[src/design/pec_pkg.sv]
`default_nettype none

package pec_pkg;

    // ==========================================================
    // Management register addresses
    // ==========================================================
    localparam logic [4:0]  PEC_ADDR_EXPANSION = 5'h06;
    localparam logic [4:0]  PEC_ADDR_CONFIG    = 5'h10;

    // ==========================================================
    // Expansion status field positions
    // ==========================================================
    localparam int unsigned PEC_EXP_FAULT_BIT      = 4;
    localparam int unsigned PEC_EXP_PARTNER_NP_BIT = 3;
    localparam int unsigned PEC_EXP_LOCAL_NP_BIT   = 2;
    localparam int unsigned PEC_EXP_PAGE_RX_BIT    = 1;
    localparam int unsigned PEC_EXP_PARTNER_AN_BIT = 0;

    // Local side offers no next page
    localparam logic        PEC_LOCAL_NP_CAPABLE = 1'b0;

    // ==========================================================
    // Configuration field positions
    // ==========================================================
    localparam int unsigned PEC_CFG_BYPASS_CODING_BIT = 15;
    localparam int unsigned PEC_CFG_BYPASS_SCRAM_BIT  = 14;
    localparam int unsigned PEC_CFG_BYPASS_ALIGN_BIT  = 13;
    localparam int unsigned PEC_CFG_FORCE_SD_BIT      = 12;
    localparam int unsigned PEC_CFG_TX_MODE_BIT       = 10;
    localparam int unsigned PEC_CFG_FORCE_LINK_BIT    = 7;
    localparam int unsigned PEC_CFG_AUTO_RPD_BIT      = 4;
    localparam int unsigned PEC_CFG_SM_RESET_BIT      = 3;
    localparam int unsigned PEC_CFG_PREAMBLE_BIT      = 2;
    localparam int unsigned PEC_CFG_SLEEP_BIT         = 1;
    localparam int unsigned PEC_CFG_RESERVED0_BIT     = 0;

    localparam logic [15:0] PEC_CFG_RESET_VALUE = 16'h0414;
    localparam logic [15:0] PEC_CFG_WRITE_MASK  = 16'hf49f;
    localparam logic [15:0] PEC_DATA_ZERO       = 16'h0000;

    // ==========================================================
    // Timing
    // ==========================================================
    localparam int unsigned PEC_CLOCK_PERIOD_NS   = 100;
    localparam int unsigned PEC_SM_RESET_TIME_NS  = 1000;
    localparam int unsigned PEC_SM_RESET_CYCLES   =
        (PEC_SM_RESET_TIME_NS + PEC_CLOCK_PERIOD_NS - 1) /
        PEC_CLOCK_PERIOD_NS;
    localparam int unsigned PEC_SM_COUNT_WIDTH    = 8;

    // ==========================================================
    // Types
    // ==========================================================
    typedef enum logic [2:0] {
        PEC_ST_RUN   = 3'b001,
        PEC_ST_SLEEP = 3'b010,
        PEC_ST_WAKE  = 3'b100
    } pec_power_state_type;

    typedef struct packed {
        logic        rd_en;
        logic        wr_en;
        logic [4:0]  addr;
        logic [15:0] wr_data;
    } pec_mgmt_req_type;

    typedef struct packed {
        logic fault_event;
        logic page_event;
        logic partner_next_page_capable;
        logic partner_negotiation_capable;
    } pec_an_status_type;

    typedef struct packed {
        logic bypass_block_coding;
        logic bypass_scrambling;
        logic bypass_symbol_alignment;
        logic signal_detect;
        logic mode_100base_tx;
        logic link_good_100;
        logic auto_reduced_powerdown_enable;
        logic state_machine_reset;
        logic mgmt_preamble_suppress;
        logic sleep_powerdown;
    } pec_phy_ctrl_type;

endpackage

`default_nettype wire

[src/design/pec_regs.sv]
// Notes on behaviour
// Parallel-detection fault sets expansion bit 4 and holds it until read.
// Expansion bit 3 shows partner next-page ability; resets to zero.
// Expansion bit 2 is fixed local next-page ability, zero.
// Expansion bit 1 latches a new page; reading address 6 clears it.
// Expansion bit 0 shows partner auto-negotiation ability.
// Config bit 15 bypasses block coder and decoder; reset zero.
// Config bit 14 bypasses scrambler and descrambler; reset zero.
// Config bit 13 bypasses alignment, decoding, encoding and scrambling.
// Config bit 12 forces signal detect active.
// Config bit 10 selects copper (one, reset) or fibre mode.
// Config bit 7 forces good 100 Mbit/s link status; reset zero.
// Config bit 4 enables automatic reduced power-down; reset one.
// Writing one to bit 3 resets state machines; bit self-clears.
// Config bit 2 controls management preamble suppression; reset one.
// Writing one to bit 1 enters sleep, all but clocks powered down.
// Clearing sleep keeps prior configuration and resets state machines.
// Management writes zero to reserved config bit 0.
// Management writes zero to expansion bits 15..5, ignores reads.
// Reading the expansion register also clears the fault flag.
`timescale 1ns/1ps
`default_nettype none

module pec_regs
    import pec_pkg::*;
(
    input  wire logic              clock,
    input  wire logic              rst_n,
    input  wire pec_mgmt_req_type  mgmt_req,
    output var  logic [15:0]       rd_data,
    output var  logic              rd_valid,
    input  wire pec_an_status_type an_status,
    input  wire logic              line_signal_detect,
    input  wire logic              raw_link_good_100,
    output var  pec_phy_ctrl_type  phy_ctrl
);

    // ==========================================================
    // Declarations
    // ==========================================================
    logic [15:0]         cfg_reg;
    logic [15:0]         cfg_next;
    logic [15:0]         rd_data_reg;
    logic [15:0]         rd_data_next;
    logic                rd_valid_reg;
    logic                partner_np_reg;
    logic                partner_an_reg;
    logic                sd_meta_reg;
    logic                sd_sync_reg;
    pec_power_state_type state_reg;
    pec_power_state_type state_next;
    pec_phy_ctrl_type    ctrl_reg;
    pec_phy_ctrl_type    ctrl_next;

    logic                hit_expansion;
    logic                hit_config;
    logic                rd_expansion;
    logic                wr_config;
    logic                fault_flag;
    logic                page_flag;
    logic [15:0]         expansion_value;
    logic [15:0]         config_value;
    logic                sw_reset_request;
    logic                wake_reset_request;
    logic                timer_start;
    logic                timer_busy;
    logic                timer_done;
    logic                cfg_sleep;
    logic                is_sleep;
    logic                is_wake;
    logic                asleep;
    logic                bypass_align;

    // ==========================================================
    // Address decode
    // ==========================================================
    assign hit_expansion = (mgmt_req.addr == PEC_ADDR_EXPANSION);
    assign hit_config    = (mgmt_req.addr == PEC_ADDR_CONFIG);
    assign rd_expansion  = mgmt_req.rd_en && hit_expansion;
    assign wr_config     = mgmt_req.wr_en && hit_config;

    // ==========================================================
    // Latched expansion flags
    // ==========================================================
    pec_sticky_flag u_fault_flag (
        .clock       (clock),
        .rst_n       (rst_n),
        .set_pulse   (an_status.fault_event),
        .clear_pulse (rd_expansion),
        .flag        (fault_flag)
    );

    pec_sticky_flag u_page_flag (
        .clock       (clock),
        .rst_n       (rst_n),
        .set_pulse   (an_status.page_event),
        .clear_pulse (rd_expansion),
        .flag        (page_flag)
    );

    // Partner abilities are levels from negotiation logic
    always_ff @(posedge clock) begin
        if (!rst_n) begin
            partner_np_reg <= 1'b0;
            partner_an_reg <= 1'b0;
        end else begin
            partner_np_reg <= an_status.partner_next_page_capable;
            partner_an_reg <= an_status.partner_negotiation_capable;
        end
    end

    // ==========================================================
    // Read data assembly
    // ==========================================================
    // Reserved bits 15..5 read as zero; writes to them have no effect
    always_comb begin
        expansion_value = PEC_DATA_ZERO;
        expansion_value[PEC_EXP_FAULT_BIT]      = fault_flag;
        expansion_value[PEC_EXP_PARTNER_NP_BIT] = partner_np_reg;
        expansion_value[PEC_EXP_LOCAL_NP_BIT]   =
            PEC_LOCAL_NP_CAPABLE;
        expansion_value[PEC_EXP_PAGE_RX_BIT]    = page_flag;
        expansion_value[PEC_EXP_PARTNER_AN_BIT] = partner_an_reg;
    end

    // Reset bit reads back one while the reset pulse runs
    always_comb begin
        config_value = cfg_reg & PEC_CFG_WRITE_MASK;
        config_value[PEC_CFG_SM_RESET_BIT] = timer_busy;
    end

    // Flags are sampled before the read clears them
    assign rd_data_next = !mgmt_req.rd_en ? rd_data_reg     :
                          hit_expansion   ? expansion_value :
                          hit_config      ? config_value    :
                                            PEC_DATA_ZERO;

    // ==========================================================
    // Configuration register
    // ==========================================================
    // Reserved bit 0 is stored as written; software keeps it zero
    always_comb begin
        cfg_next = cfg_reg;
        if (wr_config) begin
            cfg_next = (mgmt_req.wr_data & PEC_CFG_WRITE_MASK);
        end
        // Reset bit is never held; the timer reports its progress
        cfg_next[PEC_CFG_SM_RESET_BIT] = 1'b0;
    end

    assign sw_reset_request = wr_config &&
        mgmt_req.wr_data[PEC_CFG_SM_RESET_BIT];

    always_ff @(posedge clock) begin
        if (!rst_n) begin
            cfg_reg      <= PEC_CFG_RESET_VALUE;
            rd_data_reg  <= PEC_DATA_ZERO;
            rd_valid_reg <= 1'b0;
        end else begin
            cfg_reg      <= cfg_next;
            rd_data_reg  <= rd_data_next;
            rd_valid_reg <= mgmt_req.rd_en;
        end
    end

    // ==========================================================
    // Sleep sequencing
    // ==========================================================
    assign cfg_sleep = cfg_reg[PEC_CFG_SLEEP_BIT];

    always_comb begin
        state_next = state_reg;
        case (state_reg)
            PEC_ST_RUN: begin
                if (cfg_sleep) begin
                    state_next = PEC_ST_SLEEP;
                end
            end
            PEC_ST_SLEEP: begin
                if (!cfg_sleep) begin
                    state_next = PEC_ST_WAKE;
                end
            end
            PEC_ST_WAKE: begin
                if (timer_done) begin
                    state_next = PEC_ST_RUN;
                end
            end
            default: begin
                state_next = PEC_ST_RUN;
            end
        endcase
    end

    always_ff @(posedge clock) begin
        if (!rst_n) begin
            state_reg <= PEC_ST_RUN;
        end else begin
            state_reg <= state_next;
        end
    end

    assign is_sleep = (state_reg == PEC_ST_SLEEP);
    assign is_wake  = (state_reg == PEC_ST_WAKE);
    // Stored bit counts at once, so no cycle shows power-down with a link
    assign asleep   = cfg_sleep || is_sleep;

    // Configuration is untouched by sleep, so waking restores it
    assign wake_reset_request = is_sleep && !cfg_sleep;
    // A request while a pulse runs merges into that pulse
    assign timer_start = sw_reset_request || wake_reset_request;

    pec_reset_timer u_reset_timer (
        .clock (clock),
        .rst_n (rst_n),
        .start (timer_start),
        .busy  (timer_busy),
        .done  (timer_done)
    );

    // ==========================================================
    // Line signal detect synchroniser
    // ==========================================================
    always_ff @(posedge clock) begin
        if (!rst_n) begin
            sd_meta_reg <= 1'b0;
            sd_sync_reg <= 1'b0;
        end else begin
            sd_meta_reg <= line_signal_detect;
            sd_sync_reg <= sd_meta_reg;
        end
    end

    // ==========================================================
    // Control outputs
    // ==========================================================
    assign bypass_align = cfg_reg[PEC_CFG_BYPASS_ALIGN_BIT];

    // Alignment bypass also skips coding and scrambling paths
    always_comb begin
        ctrl_next.bypass_symbol_alignment = bypass_align;
        ctrl_next.bypass_block_coding =
            cfg_reg[PEC_CFG_BYPASS_CODING_BIT] || bypass_align;
        ctrl_next.bypass_scrambling =
            cfg_reg[PEC_CFG_BYPASS_SCRAM_BIT] || bypass_align;
        // Powered-down receiver reports no signal and no link
        ctrl_next.signal_detect = !asleep &&
            (cfg_reg[PEC_CFG_FORCE_SD_BIT] || sd_sync_reg);
        ctrl_next.mode_100base_tx = cfg_reg[PEC_CFG_TX_MODE_BIT];
        ctrl_next.link_good_100 = !asleep &&
            (cfg_reg[PEC_CFG_FORCE_LINK_BIT] || raw_link_good_100);
        ctrl_next.auto_reduced_powerdown_enable =
            cfg_reg[PEC_CFG_AUTO_RPD_BIT];
        ctrl_next.state_machine_reset =
            timer_busy || asleep || is_wake;
        ctrl_next.mgmt_preamble_suppress =
            cfg_reg[PEC_CFG_PREAMBLE_BIT];
        ctrl_next.sleep_powerdown = asleep;
    end

    always_ff @(posedge clock) begin
        if (!rst_n) begin
            ctrl_reg.bypass_block_coding           <= 1'b0;
            ctrl_reg.bypass_scrambling             <= 1'b0;
            ctrl_reg.bypass_symbol_alignment       <= 1'b0;
            ctrl_reg.signal_detect                 <= 1'b0;
            ctrl_reg.mode_100base_tx               <=
                PEC_CFG_RESET_VALUE[PEC_CFG_TX_MODE_BIT];
            ctrl_reg.link_good_100                 <= 1'b0;
            ctrl_reg.auto_reduced_powerdown_enable <=
                PEC_CFG_RESET_VALUE[PEC_CFG_AUTO_RPD_BIT];
            ctrl_reg.state_machine_reset           <= 1'b0;
            ctrl_reg.mgmt_preamble_suppress        <=
                PEC_CFG_RESET_VALUE[PEC_CFG_PREAMBLE_BIT];
            ctrl_reg.sleep_powerdown               <= 1'b0;
        end else begin
            ctrl_reg <= ctrl_next;
        end
    end

    assign rd_data  = rd_data_reg;
    assign rd_valid = rd_valid_reg;
    assign phy_ctrl = ctrl_reg;

endmodule

`default_nettype wire

[src/design/pec_sticky_flag.sv]
`timescale 1ns/1ps
`default_nettype none

module pec_sticky_flag
    import pec_pkg::*;
(
    input  wire logic clock,
    input  wire logic rst_n,
    input  wire logic set_pulse,
    input  wire logic clear_pulse,
    output var  logic flag
);

    logic flag_reg;
    logic flag_next;

    // A set in the clearing cycle wins so no event is lost
    assign flag_next = set_pulse ? 1'b1 :
                       clear_pulse ? 1'b0 : flag_reg;

    always_ff @(posedge clock) begin
        if (!rst_n) begin
            flag_reg <= 1'b0;
        end else begin
            flag_reg <= flag_next;
        end
    end

    assign flag = flag_reg;

endmodule

`default_nettype wire

[src/design/pec_reset_timer.sv]
`timescale 1ns/1ps
`default_nettype none

module pec_reset_timer
    import pec_pkg::*;
(
    input  wire logic clock,
    input  wire logic rst_n,
    input  wire logic start,
    output var  logic busy,
    output var  logic done
);

    localparam logic [PEC_SM_COUNT_WIDTH-1:0] LAST_COUNT =
        PEC_SM_COUNT_WIDTH'(PEC_SM_RESET_CYCLES - 1);
    localparam logic [PEC_SM_COUNT_WIDTH-1:0] COUNT_ZERO =
        PEC_SM_COUNT_WIDTH'(0);
    localparam logic [PEC_SM_COUNT_WIDTH-1:0] COUNT_ONE =
        PEC_SM_COUNT_WIDTH'(1);

    logic                          busy_reg;
    logic                          done_reg;
    logic [PEC_SM_COUNT_WIDTH-1:0] count_reg;
    logic                          at_end;

    assign at_end = busy_reg && (count_reg == LAST_COUNT);

    always_ff @(posedge clock) begin
        if (!rst_n) begin
            busy_reg  <= 1'b0;
            done_reg  <= 1'b0;
            count_reg <= COUNT_ZERO;
        end else begin
            done_reg <= at_end;
            if (at_end) begin
                busy_reg  <= 1'b0;
                count_reg <= COUNT_ZERO;
            end else if (busy_reg) begin
                count_reg <= count_reg + COUNT_ONE;
            end else if (start) begin
                busy_reg  <= 1'b1;
                count_reg <= COUNT_ZERO;
            end
        end
    end

    assign busy = busy_reg;
    assign done = done_reg;

endmodule

`default_nettype wire

[config.mk]
export PLATFORM = sky130hd
export DESIGN_NAME = pec_regs
export DESIGN_NICKNAME = d
export VERILOG_FILES = /design/src/design/pec_pkg.sv /design/src/design/pec_regs.sv /design/src/design/pec_sticky_flag.sv /design/src/design/pec_reset_timer.sv
export SDC_FILE = /design/constraint.sdc
export NUM_CORES = 1
export LEC_CHECK = 0
export ABC_CLOCK_PERIOD_IN_PS = 1500
export BUFFER_PORTS_ARGS = -buffer_cell sky130_fd_sc_hd__buf_2
export CAP_MARGIN = 20
export CORE_MARGIN = 4
export CORE_UTILIZATION = 43
export DETAILED_ROUTE_END_ITERATION = 6
export HOLD_SLACK_MARGIN = 0.12
export PLACE_DENSITY = 0.75
export SETUP_SLACK_MARGIN = 0.15
export SLEW_MARGIN = 20
export SYNTH_ARGS = -nofsm -noshare
export SYNTH_HDL_FRONTEND = slang
export SYNTH_SLANG_ARGS = --single-unit
[constraint.sdc]
create_clock -name clock -period 1.5 [get_ports clock]
set_input_delay 0.225 -clock clock [delete_from_list [all_inputs] [get_ports clock]]
set_output_delay 0.225 -clock clock [all_outputs]
set_load 0.01 [all_outputs]
## After elaboration in Yosys (flattened, before gate mapping)

Index checks and enable logic that the tools add are counted.

- Register bits after elaboration: 56
- Bits in latches: 0
- Bits in writable memories: 0
- Memory bits (read-only): 0
- Bits of input ports: 31
- Output and inout bits: 27
- Word-level logic and storage cells: 69
- Memories kept: 0

- $add $sub $neg: 1
- Multiply operators: 0
- Div/mod/pow operators: 0
- Magnitude comparators: 0
- Equal/unequal tests: 9
- Shift operators: 0
- Multiplexer cells: 13
- Bitwise operators: 1
- Reduce and logical (&&, ||, !) cells: 22

Operator list:

| operator | number |
|---|---|
| two-way mux 16 bit | 2 |
| two-way mux 8 bit | 2 |
| two-way mux 3 bit | 3 |
| one-hot mux 3 bit (3 select lines) | 1 |
| adder 8 x 1 -> 8 bit (second input constant) | 1 |
| equality test 8 x 4 -> 1 bit (second input constant) | 1 |
| logical OR 1 bit | 8 |
| logical AND 1 bit | 7 |
| nonzero test 2 bit | 3 |
| equality test 5 x 3 -> 1 bit (second input constant) | 1 |
| equality test 5 bit (second input constant) | 1 |
| two-way mux 1 bit | 5 |
| != test 2 bit (second input constant) | 2 |
| equality test 3 x 1 -> 1 bit (second input constant) | 1 |
| equality test 3 x 2 -> 1 bit (second input constant) | 1 |
| equality test 3 bit (second input constant) | 1 |
| AND reduction 3 bit | 1 |
| logical NOT 1 bit | 2 |
| != test 2 x 1 -> 1 bit (second input constant) | 1 |
| OR reduction 2 bit | 1 |
| inverter 1 bit | 1 |

## Logic depth before layout (Yosys ltp)

- Depth in word-level cells: 6
- Depth in mapped cells: 5
- Mapped depth without buffers: 5

## Modules after synthesis

Synthesis repeated with hierarchy kept, for this count alone.

- Cell total of the unflattened synthesis: 210
- Area total of the unflattened synthesis: 2100.8 µm²

By module, submodules not included:

| module | times used | cells each | area each (µm²) | seq. area each (µm²) |
|---|---|---|---|---|
| pec_regs | 1 | 148 | 1495.2 | 780.7 |
| pec_reset_timer | 1 | 56 | 523.0 | 200.2 |
| pec_sticky_flag | 2 | 3 | 41.3 | 20.0 |

## Worst setup path after synthesis

Ideal clock, no wire load.

- Path kind: reg2reg
- From: register u_reset_timer.count_reg[5]
- To: register u_reset_timer.busy_reg (netlist: u_reset_timer.busy)
- Setup time: 0.135 ns
- Data arrival time: 1.329 ns
- Required time: 1.365 ns
- Path slack: 0.035 ns
- Stages on the path, launching flop included: 4
- Path buffers: 0
- Clock period less this slack: 1.465 ns
- Path through: dfxtp_1 or4b_4 o41ai_4 nor2b_1

- Cells in the longest elaborated chain, start to end: 3

Ends and longest elaborated chain:

| element | RTL line | source |
|---|---|---|
| from (decl) | pec_reset_timer.sv:23 | `logic [PEC_SM_COUNT_WIDTH-1:0] count_reg;` |
| from (signal assigned) | pec_reset_timer.sv:39 | `count_reg <= count_reg + COUNT_ONE;` |
| equality test 8 x 4 -> 1 bit | pec_reset_timer.sv:26 | `assign at_end = busy_reg && (count_reg == LAST_COUNT);` |
| logical AND 1 bit | pec_reset_timer.sv:26 |  |
| OR reduction 2 bit (no source line) | -- |  |
| to (signal assigned) | pec_reset_timer.sv:30 | `busy_reg <= 1'b0;` |
| to (signal assigned) | pec_reset_timer.sv:36 | `busy_reg <= 1'b0;` |
| to (signal assigned) | pec_reset_timer.sv:41 | `busy_reg <= 1'b1;` |
| to (decl) | pec_reset_timer.sv:21 | `logic busy_reg;` |

No other way between the ends.
A chain may end at the register's enable or synchronous reset.

## Worst setup path after layout

- From: register u_reset_timer.count_reg[5]
- To: register u_reset_timer.count_reg[2]

- Cells in the longest elaborated chain, start to end: 3

Ends and longest elaborated chain:

| element | RTL line |
|---|---|
| equality test 8 x 4 -> 1 bit | pec_reset_timer.sv:26 |
| logical AND 1 bit | pec_reset_timer.sv:26 |
| OR reduction 2 bit (no source line) | -- |

No other way between the ends.

==> out/summary.txt <==
TritonCTS buffer count = 5
ant diodes = 0
placed insts = 357
metal1 wirelength = 2.27 mm
Final Max Tran Viols = 0
area of the mapped netlist = 0.00218 mm^2
RSZ-0062 raised after global routing = true
TNS Setup = 0 ps
Area Overhead vs Synth = 25.2%
Compound-Gate Fraction of Synth Area = 0.206
outcome = complete, no violations
Nets = 333
Crit path arrival time = 1670 ps
total wire length = 5.02 mm
Post-Route Utilization = 0.568
VDD IR max = 0.000519 V
worst-path cell chain = or4b_4 -> o41ai_4 -> buf_4 -> a311oi_1
Final Hold Vio Count = 0
Slowest cell on crit path = or4b_4
critical path class = register to register
DR top layer = met4
post-synthesis mux area share = 0
core area = 0.00482 mm^2
largest net degree at the start of global routing = 21
Simple-Gate Fraction of Synth Area = 0.244
clock root buffer = clkbuf_8
CP Max Fanout = 5
Yosys cell types = 48
CTS tree = done
WL met3 = 322 um
first-pass GRT wire length = 8.47 mm
Worst-Skew Late Latency = 310 ps
syn avg cell area = 9.14 um^2
DP HPWL = 3.60 mm
share of cells above drive strength 1 = 0.306
sequential-to-total area share from yosys stat = 0.468
Max clock buf depth = 2
CP peak stage delay = 540 ps
worst hold path type = primary input to register
Met2 Wirelength = 2.38 mm
Starting Density = 0.453
die area = 0.00628 mm^2
Power Total = 0.00254 W
die width = 79.3 um
Worst Skew = 12.2 ps
Buffers & Inverters on Critical Path = 1
vias in the first global route = 1895
post-route antenna net violation count = 0
clock sinks = 51
critical path data required time = 1680 ps
# rows = 25
Clock transition at path regs = 100 ps
Worst path top cell family by delay = simple AND/OR/NAND/NOR gates
xor and xnor area share after synthesis = 0.00401
Die Height = 79.3 um
max reg flops = 11
Tot GR Track Use = 0.168
CP startpoint kind = register
initial antenna violation count = 0
IO Count = 58
DRT Pass-1 Iters = 4
Final setup viols = 0
crit path capture type = register
htree depth = 2
pwr/cell area = 930 mW/mm^2
number of synthesized register bits = 51
Final Non-Filler Cells = 368
DR WL/cell = 13.7 um
max-cap violation count = 0
Final Wtd Congestion = 0.818
Synth Instances = 239
Tmin final = 1490 ps
Remaining Overflow, GRT = 0
Setup Fix Bufs, Post-CTS = 0
DR vias/cell = 5.34
largest family of logic cells by synthesized area = simple AND/OR/NAND/NOR gates
Post-Synth Adder-Cell Area = 0.0115
drc violations = 0
Ys Warns = 0
leakage = 1.06 nW
Vias = 1964
Iter 0 DRT Violations = 140
port buffer count = 47
Final Cycle Share = 0.991
Max Fclk = 673 MHz
-- path summary, 6_finish.rpt --
| check | slack [ps] | start | end | cells past startpoint |
|---|---|---|---|---|
| min reg2reg | 440 | sd_sync_reg | phy_ctrl[6] | 1 |
| max | 10 | u_reset_timer.count_reg[5] | u_reset_timer.count_reg[2] | 4 |
| min | 130 | line_signal_detect | sd_meta_reg | 2 |
| max reg2reg | 10 | u_reset_timer.count_reg[5] | u_reset_timer.count_reg[2] | 4 |
-- layout by cell type (no fill, tap or decap), drive strengths merged, types with 2 or more instances in the layout --
master,n
nand2b,15
o21a,2
o21ai,7
o31ai,7
nand2,8
a311oi,2
o31a,5
and2,6
inv,10
clkbuf,5
dlygate4sd3,3
nand4,16
or4b,2
conb,5
dfxtp,51
o211ai,2
nor2b,6
or4,2
a31oi,5
or3b,2
buf,68
clkinv,2
ha,2
o2111ai,4
a211oi,2
a21o,2
nor3,11
nor2,8
nor4,3
and3,2
nor3b,2
a21oi,23
-- layout make-up --
cell class | count | area (um^2)
timing repair buffer | 71 | 423
fill | 461 | 2080
inverter | 10 | 37.5
multi-input combinational | 161 | 1050
sequential | 51 | 1020
clock inverter | 3 | 47.5
clock buffer | 5 | 68.8
tap | 67 | 83.8
-- logic make-up after synthesis --
group | Yosys count
and+or+nand+nor | 88
AOI/OAI and AO/OA | 65
DFF | 51
buffers and inverters | 31
adders and majority gates | 2
xor gates and xnor gates | 1
other | 1
-- synthesized netlist by cell type (all sizes together) --
master,count,area (um^2)
a311oi,2,17.5
or3b,2,17.5
and2,6,37.5
inv,9,33.8
nor3b,2,20.0
a41oi,1,8.76
nand3,1,5.00
o31ai,7,52.6
or4b,2,23.8
a21oi,23,115
o211ai,2,20.0
o31a,5,43.8
a31oi,5,31.3
nor2b,6,37.5
xnor2,1,8.76
o21ai,7,35.0
or4,2,15.0
or2,1,6.26
nand4b,1,8.76
buf,8,55.1
dfxtp,51,1020
a211oi,2,15.0
nor3,11,55.1
o41ai,1,27.5
nor2,8,30.0
and3,2,13.8
o21a,2,15.0
nand3b,1,7.51
conb,1,3.75
clkbuf,13,50.0
nand2b,15,93.8
ha,2,25.0
or4bb,1,11.3
nor4,3,18.8
o22a,1,8.76
nand4,16,100
nand2,8,30.0
clkinv,1,3.75
o2111ai,4,35.0
a31o,1,8.76
a21o,2,16.3
-- stage by stage --
step	hold slack [ps]	worst slack (ps)	cell area, um^2
floorplan	335	46.9	2210
global placement	413	16.6	2570
detailed placement	425	-2.69	2570
CTS	128	11.2	2730
global route	134	-24.7	2730
finish	130	13.2	2730
-- repair_timing --
item                                   CTS  global route
gates resized for setup                  2             3
hold buffers                             3             0
endpoints found under the hold margin    3             0
setup endpoints to repair               10            11
-- routing by layer --
layer,vias to the layer above,track usage
li1,991,-
met4,0,0.0653
met3,6,0.0317
met2,62,0.274
met5,-,0
met1,905,0.219
-- power by group --
part / internal, W / switching, W / total [W]
registers: 0.00137 / 0.00000608 / 0.00138
logic: 0.0000760 / 0.000107 / 0.000183
clock network: 0.000506 / 0.000478 / 0.000984
total: 0.00195 / 0.000591 / 0.00254
Power figures use the tool's default switching activity.
